$ cat config.mk
export PLATFORM = sky130hd
export DESIGN_NAME = energy_meter_register_bank
export DESIGN_NICKNAME = d
export VERILOG_FILES = /design/src/verilog/meter_regs_pkg.sv /design/src/verilog/energy_meter_register_bank.sv /design/src/verilog/quick_rms_window.sv
export SDC_FILE = /design/constraint.sdc
export NUM_CORES = 1
export LEC_CHECK = 0
export ABC_CLOCK_PERIOD_IN_PS = 3500
export BUFFER_PORTS_ARGS = -buffer_cell sky130_fd_sc_hd__buf_4
export CAP_MARGIN = 40
export CORE_ASPECT_RATIO = 0.6
export CORE_MARGIN = 4
export CORE_UTILIZATION = 35
export CTS_BUF_LIST = sky130_fd_sc_hd__clkbuf_8
export DETAILED_ROUTE_END_ITERATION = 6
export SLEW_MARGIN = 40
export SYNTH_ARGS = -nofsm -noshare
export SYNTH_HDL_FRONTEND = slang
export SYNTH_SLANG_ARGS = --single-unit
$ cat constraint.sdc
create_clock -name core_clk -period 3.5 [get_ports core_clk]
set_input_delay 0.7 -clock core_clk [delete_from_list [all_inputs] [get_ports core_clk]]
set_output_delay 0.7 -clock core_clk [all_outputs]
set_load 0.01 [all_outputs]
$ cat src/verilog/meter_regs_pkg.sv
package meter_regs_pkg;

	localparam int addr_w = 8;
	localparam int data_w = 24;

	localparam logic [7:0] addr_current_sample = 8'h01;
	localparam logic [7:0] addr_voltage_sample = 8'h02;
	localparam logic [7:0] addr_current_rms_result = 8'h03;
	localparam logic [7:0] addr_voltage_rms_result = 8'h04;
	localparam logic [7:0] addr_quick_current_rms = 8'h05;
	localparam logic [7:0] addr_active_power = 8'h06;
	localparam logic [7:0] addr_energy_pulse_count = 8'h07;
	localparam logic [7:0] addr_line_frequency = 8'h08;
	localparam logic [7:0] addr_system_flags = 8'h09;
	localparam logic [7:0] addr_current_rms_offset = 8'h12;
	localparam logic [7:0] addr_no_load_power_threshold = 8'h14;
	localparam logic [7:0] addr_quick_rms_threshold = 8'h15;
	localparam logic [7:0] addr_quick_rms_cycle_count = 8'h16;
	localparam logic [7:0] addr_frequency_cycle_count = 8'h17;
	localparam logic [7:0] addr_output_pin_select = 8'h18;
	localparam logic [7:0] addr_user_mode = 8'h19;
	localparam logic [7:0] addr_current_channel_gain = 8'h1a;
	localparam logic [7:0] addr_software_reset_key = 8'h1c;
	localparam logic [7:0] addr_write_unlock_key = 8'h1d;

	localparam int sample_w = 20;
	localparam int result_w = 24;
	localparam int line_frequency_w = 16;
	localparam int flags_w = 10;
	localparam int offset_w = 8;
	localparam int no_load_w = 8;
	localparam int quick_th_w = 16;
	localparam int quick_cyc_w = 3;
	localparam int frequency_cycle_count_w = 2;
	localparam int pin_sel_w = 6;
	localparam int mode_w = 10;
	localparam int gain_w = 2;
	localparam int unlock_w = 8;

	localparam logic [15:0] rst_line_frequency = 16'h4e20;
	localparam logic [9:0] rst_system_flags = 10'h000;
	localparam logic [7:0] rst_current_rms_offset = 8'h00;
	localparam logic [7:0] rst_no_load_power_threshold = 8'h0b;
	localparam logic [15:0] rst_quick_rms_threshold = 16'hffff;
	localparam logic [2:0] rst_quick_rms_cycle_count = 3'h1;
	localparam logic [1:0] rst_frequency_cycle_count = 2'h3;
	localparam logic [5:0] rst_output_pin_select = 6'h24;
	localparam logic [9:0] rst_user_mode = 10'h087;
	localparam logic [1:0] rst_current_channel_gain = 2'h2;
	localparam logic [23:0] rst_software_reset_key = 24'h000000;
	localparam logic [7:0] rst_write_unlock_key = 8'h00;

	localparam logic [23:0] soft_reset_key = 24'h5a5a5a;
	localparam logic [7:0] write_unlock_value = 8'h55;

	// Quick RMS window in half line cycles; 1 half cycle is 10 ms at 50 Hz, 16 is 160 ms
	localparam int quick_span_w = 5;
	localparam logic [4:0] quick_span_min = 5'h01;
	localparam logic [4:0] quick_span_max = 5'h10;

endpackage

$ cat src/verilog/energy_meter_register_bank.sv
// Operation
// [RQ1] Address 0x01 holds the 20-bit signed current sample, written internally, read-only to the host, reset zero.
// [RQ2] Address 0x02 holds the 20-bit signed voltage sample, read-only to the host, reset zero.
// [RQ3] Addresses 0x03 and 0x04 hold 24-bit unsigned current and voltage RMS results, read-only, reset zero.
// [RQ4] Address 0x05 holds the 24-bit unsigned quick current RMS result, read-only, reset zero.
// [RQ5] Address 0x06 holds the 24-bit signed active power result, read-only, reset zero.
// [RQ6] Address 0x07 holds the 24-bit unsigned energy pulse count, read-only, reset zero.
// [RQ7] Address 0x14 is an 8-bit writable no-load power threshold resetting to 0x0b.
// [RQ8] Address 0x15 is a 16-bit writable quick RMS threshold resetting to 0xffff.
// [RQ9] Address 0x16 is a 3-bit writable quick RMS cycle count resetting to 0x1.
// [RQ10] Address 0x17 is a 2-bit writable frequency cycle count resetting to 0x3.
// [RQ11] The quick RMS update interval is chosen in whole or half line cycles, 10 to 160 ms at 50 Hz.
// [RQ12] Writing 0x5a5a5a to the software reset key at 0x1c resets the whole bank; the code leaves the link strap synchronizer untouched.
// [RQ13] Configuration writes take effect only while the unlock key at 0x1d holds 0x55, which resets to 0x00.
// [RQ14] Every transfer carries 24 data bits and narrower registers are zero padded above.
// [RQ15] Registers 0x12 to 0x1d are host read-write and internal read-only, 0x01 to 0x09 internal write, host read-only.
// [RQ16] A strap input picks the host link, low for UART and high for SPI.
// [RQ17] Host writes to measurement or undefined addresses change nothing and undefined reads return zero.
module energy_meter_register_bank (
	input wire logic core_clk,
	input wire logic reset,
	input wire logic reg_wr,
	input wire logic reg_rd,
	input wire logic [7:0] reg_addr,
	input wire logic [23:0] reg_wdata,
	output logic [23:0] reg_rdata_r,
	output logic reg_rvalid_r,
	input wire logic meas_we,
	input wire logic [7:0] meas_addr,
	input wire logic [23:0] meas_data,
	input wire logic half_cycle_tick,
	input wire logic [23:0] quick_rms_level,
	input wire logic link_select_pin,
	output logic spi_link_selected_r,
	output logic [7:0] current_rms_offset_r,
	output logic [7:0] no_load_power_threshold_r,
	output logic [15:0] quick_rms_threshold_r,
	output logic [2:0] quick_rms_cycle_count_r,
	output logic [1:0] frequency_cycle_count_r,
	output logic [5:0] output_pin_select_r,
	output logic [9:0] user_mode_r,
	output logic [1:0] current_channel_gain_r,
	output logic writes_unlocked_r,
	output logic soft_reset_r,
	output logic quick_window_end_r
);

	logic clear;
	logic [19:0] current_sample_r;
	logic [19:0] voltage_sample_r;
	logic [23:0] current_rms_result_r;
	logic [23:0] voltage_rms_result_r;
	logic [23:0] quick_current_rms_r;
	logic [23:0] active_power_r;
	logic [23:0] energy_pulse_count_r;
	logic [15:0] line_frequency_r;
	logic [9:0] system_flags_r;
	logic [23:0] software_reset_key_r;
	logic [7:0] write_unlock_key_r;
	logic [23:0] reg_rdata_nxt;
	logic link_meta_r;
	logic link_sync_r;
	logic window_end;
	logic cfg_wr;

	// The software reset pulse acts like the reset input one cycle later, except that it leaves the link strap synchronizer untouched
	assign clear = reset | soft_reset_r; // [RQ12]

	function automatic logic is_config(input logic [7:0] a);
		return (a >= meter_regs_pkg::addr_current_rms_offset) && (a <= meter_regs_pkg::addr_write_unlock_key);
	endfunction

	// Key registers stay writable while locked, otherwise the bank could never be unlocked
	function automatic logic is_key(input logic [7:0] a);
		return (a == meter_regs_pkg::addr_software_reset_key) || (a == meter_regs_pkg::addr_write_unlock_key);
	endfunction

	assign cfg_wr = reg_wr && is_config(reg_addr) && (writes_unlocked_r || is_key(reg_addr)); // [RQ13] [RQ15]

	// Strap sampled continuously; a link switch mid-frame is the outside party's concern
	always_ff @(posedge core_clk) begin
		if (reset) begin
			link_meta_r <= 1'b0;
			link_sync_r <= 1'b0;
			spi_link_selected_r <= 1'b0;
		end else begin
			link_meta_r <= link_select_pin;
			link_sync_r <= link_meta_r;
			spi_link_selected_r <= link_sync_r; // [RQ16]
		end
	end

	always_ff @(posedge core_clk) begin
		if (reset) begin
			soft_reset_r <= 1'b0;
		end else begin
			soft_reset_r <= reg_wr && !soft_reset_r && (reg_addr == meter_regs_pkg::addr_software_reset_key)
				&& (reg_wdata == meter_regs_pkg::soft_reset_key); // [RQ12]
		end
	end

	always_ff @(posedge core_clk) begin
		if (clear) begin
			current_rms_offset_r <= meter_regs_pkg::rst_current_rms_offset;
			no_load_power_threshold_r <= meter_regs_pkg::rst_no_load_power_threshold; // [RQ7]
			quick_rms_threshold_r <= meter_regs_pkg::rst_quick_rms_threshold; // [RQ8]
			quick_rms_cycle_count_r <= meter_regs_pkg::rst_quick_rms_cycle_count; // [RQ9]
			frequency_cycle_count_r <= meter_regs_pkg::rst_frequency_cycle_count; // [RQ10]
			output_pin_select_r <= meter_regs_pkg::rst_output_pin_select;
			user_mode_r <= meter_regs_pkg::rst_user_mode;
			current_channel_gain_r <= meter_regs_pkg::rst_current_channel_gain;
			software_reset_key_r <= meter_regs_pkg::rst_software_reset_key;
			write_unlock_key_r <= meter_regs_pkg::rst_write_unlock_key; // [RQ13]
			writes_unlocked_r <= 1'b0;
		end else begin
			if (cfg_wr) begin
				unique case (reg_addr)
					meter_regs_pkg::addr_current_rms_offset: current_rms_offset_r <= reg_wdata[7:0];
					meter_regs_pkg::addr_no_load_power_threshold: no_load_power_threshold_r <= reg_wdata[7:0]; // [RQ7]
					meter_regs_pkg::addr_quick_rms_threshold: quick_rms_threshold_r <= reg_wdata[15:0]; // [RQ8]
					meter_regs_pkg::addr_quick_rms_cycle_count: quick_rms_cycle_count_r <= reg_wdata[2:0]; // [RQ9]
					meter_regs_pkg::addr_frequency_cycle_count: frequency_cycle_count_r <= reg_wdata[1:0]; // [RQ10]
					meter_regs_pkg::addr_output_pin_select: output_pin_select_r <= reg_wdata[5:0];
					meter_regs_pkg::addr_user_mode: user_mode_r <= reg_wdata[9:0];
					meter_regs_pkg::addr_current_channel_gain: current_channel_gain_r <= reg_wdata[1:0];
					meter_regs_pkg::addr_software_reset_key: software_reset_key_r <= reg_wdata;
					meter_regs_pkg::addr_write_unlock_key: begin
						write_unlock_key_r <= reg_wdata[7:0];
						writes_unlocked_r <= (reg_wdata[7:0] == meter_regs_pkg::write_unlock_value); // [RQ13]
					end
					// Holes 0x13 and 0x1b inside the range store nothing
					default: ;
				endcase
			end
		end
	end

	quick_rms_window u_quick_window (
		.core_clk(core_clk),
		.clear(clear),
		.half_cycle_tick(half_cycle_tick),
		.cycle_code(quick_rms_cycle_count_r),
		.window_end_r(window_end)
	);

	always_ff @(posedge core_clk) begin
		if (clear) begin
			quick_window_end_r <= 1'b0;
		end else begin
			quick_window_end_r <= window_end;
		end
	end

	// Only the internal port and the quick window capture load the measurement registers; the host port only clears them with the software reset key
	always_ff @(posedge core_clk) begin
		if (clear) begin
			current_sample_r <= '0; // [RQ1]
			voltage_sample_r <= '0; // [RQ2]
			current_rms_result_r <= '0; // [RQ3]
			voltage_rms_result_r <= '0;
			quick_current_rms_r <= '0; // [RQ4]
			active_power_r <= '0; // [RQ5]
			energy_pulse_count_r <= '0; // [RQ6]
			line_frequency_r <= meter_regs_pkg::rst_line_frequency;
			system_flags_r <= meter_regs_pkg::rst_system_flags;
		end else begin
			if (window_end) begin
				quick_current_rms_r <= quick_rms_level; // [RQ4] [RQ11]
			end
			if (meas_we) begin
				unique case (meas_addr)
					meter_regs_pkg::addr_current_sample: current_sample_r <= meas_data[19:0]; // [RQ1]
					meter_regs_pkg::addr_voltage_sample: voltage_sample_r <= meas_data[19:0]; // [RQ2]
					meter_regs_pkg::addr_current_rms_result: current_rms_result_r <= meas_data; // [RQ3]
					meter_regs_pkg::addr_voltage_rms_result: voltage_rms_result_r <= meas_data; // [RQ3]
					meter_regs_pkg::addr_active_power: active_power_r <= meas_data; // [RQ5]
					meter_regs_pkg::addr_energy_pulse_count: energy_pulse_count_r <= meas_data; // [RQ6]
					meter_regs_pkg::addr_line_frequency: line_frequency_r <= meas_data[15:0];
					meter_regs_pkg::addr_system_flags: system_flags_r <= meas_data[9:0];
					// Quick RMS is owned by the window capture, other codes are dropped
					default: ;
				endcase
			end
		end
	end

	// Read mux; signed samples are zero padded, not sign extended
	always_comb begin
		reg_rdata_nxt = 24'h000000; // [RQ17]
		unique case (reg_addr)
			meter_regs_pkg::addr_current_sample: reg_rdata_nxt = {4'h0, current_sample_r}; // [RQ14]
			meter_regs_pkg::addr_voltage_sample: reg_rdata_nxt = {4'h0, voltage_sample_r}; // [RQ14]
			meter_regs_pkg::addr_current_rms_result: reg_rdata_nxt = current_rms_result_r;
			meter_regs_pkg::addr_voltage_rms_result: reg_rdata_nxt = voltage_rms_result_r;
			meter_regs_pkg::addr_quick_current_rms: reg_rdata_nxt = quick_current_rms_r;
			meter_regs_pkg::addr_active_power: reg_rdata_nxt = active_power_r;
			meter_regs_pkg::addr_energy_pulse_count: reg_rdata_nxt = energy_pulse_count_r;
			meter_regs_pkg::addr_line_frequency: reg_rdata_nxt = {8'h00, line_frequency_r};
			meter_regs_pkg::addr_system_flags: reg_rdata_nxt = {14'h0000, system_flags_r};
			meter_regs_pkg::addr_current_rms_offset: reg_rdata_nxt = {16'h0000, current_rms_offset_r};
			meter_regs_pkg::addr_no_load_power_threshold: reg_rdata_nxt = {16'h0000, no_load_power_threshold_r};
			meter_regs_pkg::addr_quick_rms_threshold: reg_rdata_nxt = {8'h00, quick_rms_threshold_r};
			meter_regs_pkg::addr_quick_rms_cycle_count: reg_rdata_nxt = {21'h000000, quick_rms_cycle_count_r};
			meter_regs_pkg::addr_frequency_cycle_count: reg_rdata_nxt = {22'h000000, frequency_cycle_count_r};
			meter_regs_pkg::addr_output_pin_select: reg_rdata_nxt = {18'h00000, output_pin_select_r};
			meter_regs_pkg::addr_user_mode: reg_rdata_nxt = {14'h0000, user_mode_r};
			meter_regs_pkg::addr_current_channel_gain: reg_rdata_nxt = {22'h000000, current_channel_gain_r};
			meter_regs_pkg::addr_software_reset_key: reg_rdata_nxt = software_reset_key_r;
			meter_regs_pkg::addr_write_unlock_key: reg_rdata_nxt = {16'h0000, write_unlock_key_r};
			default: reg_rdata_nxt = 24'h000000; // [RQ17]
		endcase
	end

	// Read data holds until the next read so a slow serial shifter can take it at leisure
	always_ff @(posedge core_clk) begin
		if (clear) begin
			reg_rdata_r <= 24'h000000;
			reg_rvalid_r <= 1'b0;
		end else begin
			reg_rvalid_r <= reg_rd; // [RQ15]
			if (reg_rd) begin
				reg_rdata_r <= reg_rdata_nxt; // [RQ14]
			end
		end
	end
endmodule

$ cat src/verilog/quick_rms_window.sv
module quick_rms_window (
	input wire logic core_clk,
	input wire logic clear,
	input wire logic half_cycle_tick,
	input wire logic [2:0] cycle_code,
	output logic window_end_r
);

	logic [4:0] half_count_r;
	logic [4:0] span;

	// Code 0 is half a line cycle, each step doubles, codes above 4 hold at eight cycles
	function automatic logic [4:0] span_of(input logic [2:0] code);
		logic [4:0] s;
		s = meter_regs_pkg::quick_span_max;
		if (code < 3'h5) begin
			s = meter_regs_pkg::quick_span_min << code;
		end
		return s;
	endfunction

	assign span = span_of(cycle_code);

	always_ff @(posedge core_clk) begin
		if (clear) begin
			half_count_r <= 5'h00;
			window_end_r <= 1'b0;
		end else begin
			window_end_r <= 1'b0;
			if (half_cycle_tick) begin
				// A shortened setting closes the running window at the next half cycle tick
				if (half_count_r + 5'h01 >= span) begin // [RQ11]
					half_count_r <= 5'h00;
					window_end_r <= 1'b1;
				end else begin
					half_count_r <= half_count_r + 5'h01;
				end
			end
		end
	end
endmodule

==> impl_results.md <==
- Final Hold Viols: 0
- GR Overflow Total: 0
- # IOs: about 180
- Hold crit path type: in -> reg
- Fin Hold WS: 327 ps
- Post-Synthesis Cell Area: 0.0138 mm²
- RSZ-0062 raised after global routing: false
- # rows: 55
- Distinct cells, synth: 74
- Mean Syn Cell Area: roughly 9.2 µm²
- Clock-pin slew on the worst setup and hold paths: 70 ps
- Share of post-route cells with drive strength above 1: 0.207
- Worst R2R End: u_quick_window.half_count_r[1]
- Mapped Nets: roughly 1600
- Commonest non-fill, non-tap cells in the layout: 309 x dfxtp_1, 274 x mux2i_1, 270 x nor2_1
- Clock Latency Late Sink: ~600 ps
- Die X: 264 µm
- Die Ht: between 150 and 200 µm
- Post-CTS resize count: 0
- Tot Pwr: between 0.007 and 0.008 W
- Most common cell after layout, fill and taps aside: dfxtp_1
- Hold path cells: 3
- Largest stage delay, worst path: between 800 and 900 ps
- Placed Instance Area: ~0.016 mm²
- Final worst-path cycle share: 0.748
- Post-DP HPWL: about 38 mm
- Max-Cap Viols: 0
- Clock Path Buffers: 3
- Synth warnings: 0
- Num Clock Sinks: just over 300
- WHS Endpoint: quick_current_rms_r[23]
- Setup violators final: 0
- CTS Buf Count: 47
- Global Route Usage Sum: 0.242
- PortBufs: around 180
- DRC viols: 0
- Final min period: roughly 2600 ps
- Synth Instances: ~1500
- Die area: 0.0427 mm²
- Clk root buf: clkbuf_8
- Initial drt markers: ~1400
- Slowest CP cell: or4_1
- Slew headroom: 0.451
- Post-DRT Antenna Nets: 0
- Setup crit start kind: primary input
- Leading post-synthesis cells by cell area: dfxtp_1 45%, mux2i_1 20%, nor2_1 7.4%
- PD cells: 424 mW/mm²
- DR vias: roughly 12000
- GP Congestion: a little under 1
- CP Data Required Time: ~4000 ps
- CP endpoint kind: flip-flop
- Final wirelength: between 50 and 60 mm
- Asr flop ratio synth: 0
- R2R cell count: 8
- Worst EP arrival: about 3100 ps
- Cell Chain, Critical Path: buf_4, or4_1, nor3_4, a22oi_1, mux2_2, a32o_1, a221oi_2
- Post-CTS setup buffers: 0
- Critical R2R Launch: quick_rms_cycle_count_r[0]
- Peak supply drop: 255 µV
- Nets: approximately 1800
- Reg2Reg Setup Slack: between 1000 and 1500 ps
- Post-synthesis sequential area ratio: 0.451
- EDFF count, synth: 0
- Synth Register Bits: 310
- Core Util, Final: 0.437
- Ys flop type: dfxtp_1
- H-tree depth: 2
- Area share of the largest cell type after synthesis: 0.451
- Core Region: ~0.038 mm²
- Leakage: slightly below 7 nW
- Via density: 5.61
- Vias in the first global route: roughly 12000
- HP Start: quick_rms_level[23]
- First-pass GRT wire length: slightly below 80 mm
- Hold_buf cts: 0
- Final TNS setup: 0 ps
- Worst slew pin tran: between 800 and 900 ps
- CP Class: in -> reg
- DR WL/cell: around 24 µm
- Max-slew violations: 0
- Largest net degree at the start of global routing: 92
- Status: finished clean
- Final Skew: about 34 ps
- Pre-antenna DRT Iters: 6
- # diodes: 0
- Final Cell Area: between 0.015 and 0.02 mm²
- Initial Utilization: 0.360
- Fmax: 0.382 GHz
- Area leader, netlist: dfxtp_1
- Initial antenna violation count: 1
- CTS tree: yes
- Worst-path fanout max: 9
- Layout area overhead: 21.5%
## sequential cells by signal, indices dropped and copies added, names as in the netlist, 20 cells and up
signal and count:
reg_rdata_r 24, energy_pulse_count_r 24, current_rms_result_r 24, voltage_rms_result_r 24
voltage_sample_r 20, quick_current_rms_r 24, software_reset_key_r 24, current_sample_r 20
active_power_r 24
## cell families after synthesis
logic type	Yosys count	synth area share
XOR/XNOR	5	0.00318
flip-flops	310	0.451
adder cells (fa/ha/maj)	6	0.00545
multiplexers	287	0.212
AND/OR/NAND/NOR	551	0.181
buffers and inverters	133	0.0409
AO/OA/AOI/OAI	206	0.107
## Yosys cell counts (8+ instances only)
library cell  instances
nand3_1              69
dfxtp_1             310
o21ai_0              28
buf_1                12
o21ai_1              11
nor2_1              272
a31oi_1              12
a221oi_1             23
a22oi_1              27
and3_1               10
o22ai_1               9
nor3_1               15
clkbuf_1             86
a32oi_1               8
mux2_2               11
a21oi_1              30
mux2i_1             274
a22o_1               12
buf_2                18
nand2_1             119
## per-layer routing
metal  vias to the layer above  GRT usage  part of all wire
li1                       5672          -                 -
met1                      6029      0.351              0.46
met2                       651      0.351              0.42
met3                        82     0.0726              0.10
met4                         0     0.0590             0.022
met5                         -          0                 0
## worst max-delay path, delay by kind of cell
family	cells	cell delay, ps
multiplexers	1	290
AND/OR/NAND/NOR	2	1350
buffers and inverters	1	140
AO/OA/AOI/OAI	3	620
## worst max path at each step
stage	from	end	slack [ps]	cells after the start
6_report	reg_addr[6]	reg_rdata_r[6]	880	7
5_1_grt	reg_addr[4]	reg_rdata_r[6]	810	7
4_1_cts	reg_addr[6]	reg_rdata_r[6]	960	7
3_5_place_dp	reg_addr[6]	reg_rdata_r[6]	360	7
3_3_place_gp	reg_addr[6]	reg_rdata_r[13]	370	7
2_1_floorplan	reg_addr[6]	reg_rdata_r[6]	1010	7
## final cells by class
type,count,area (µm²)
sequential,310,6210
clock buffer,59,812
clock inverter,20,80.1
inverter,8,30.0
timing repair buffer,251,1920
tap,513,642
fill,3844,21500
multi-input combinational,1055,7030
## metrics by stage
stage               std cells  worst slack [ps]
global route             2216               813
global placement         2137               373
CTS                      2216               964
floorplan                1498              1010
finish                   2216               883
detailed placement       2137               356
## power by group
group	switching, W	internal [W]
Sequential	0.0000330	0.00355
Clock	0.00148	0.00150
Combinational	0.000345	0.000185
(Power assumes the default switching activity.)
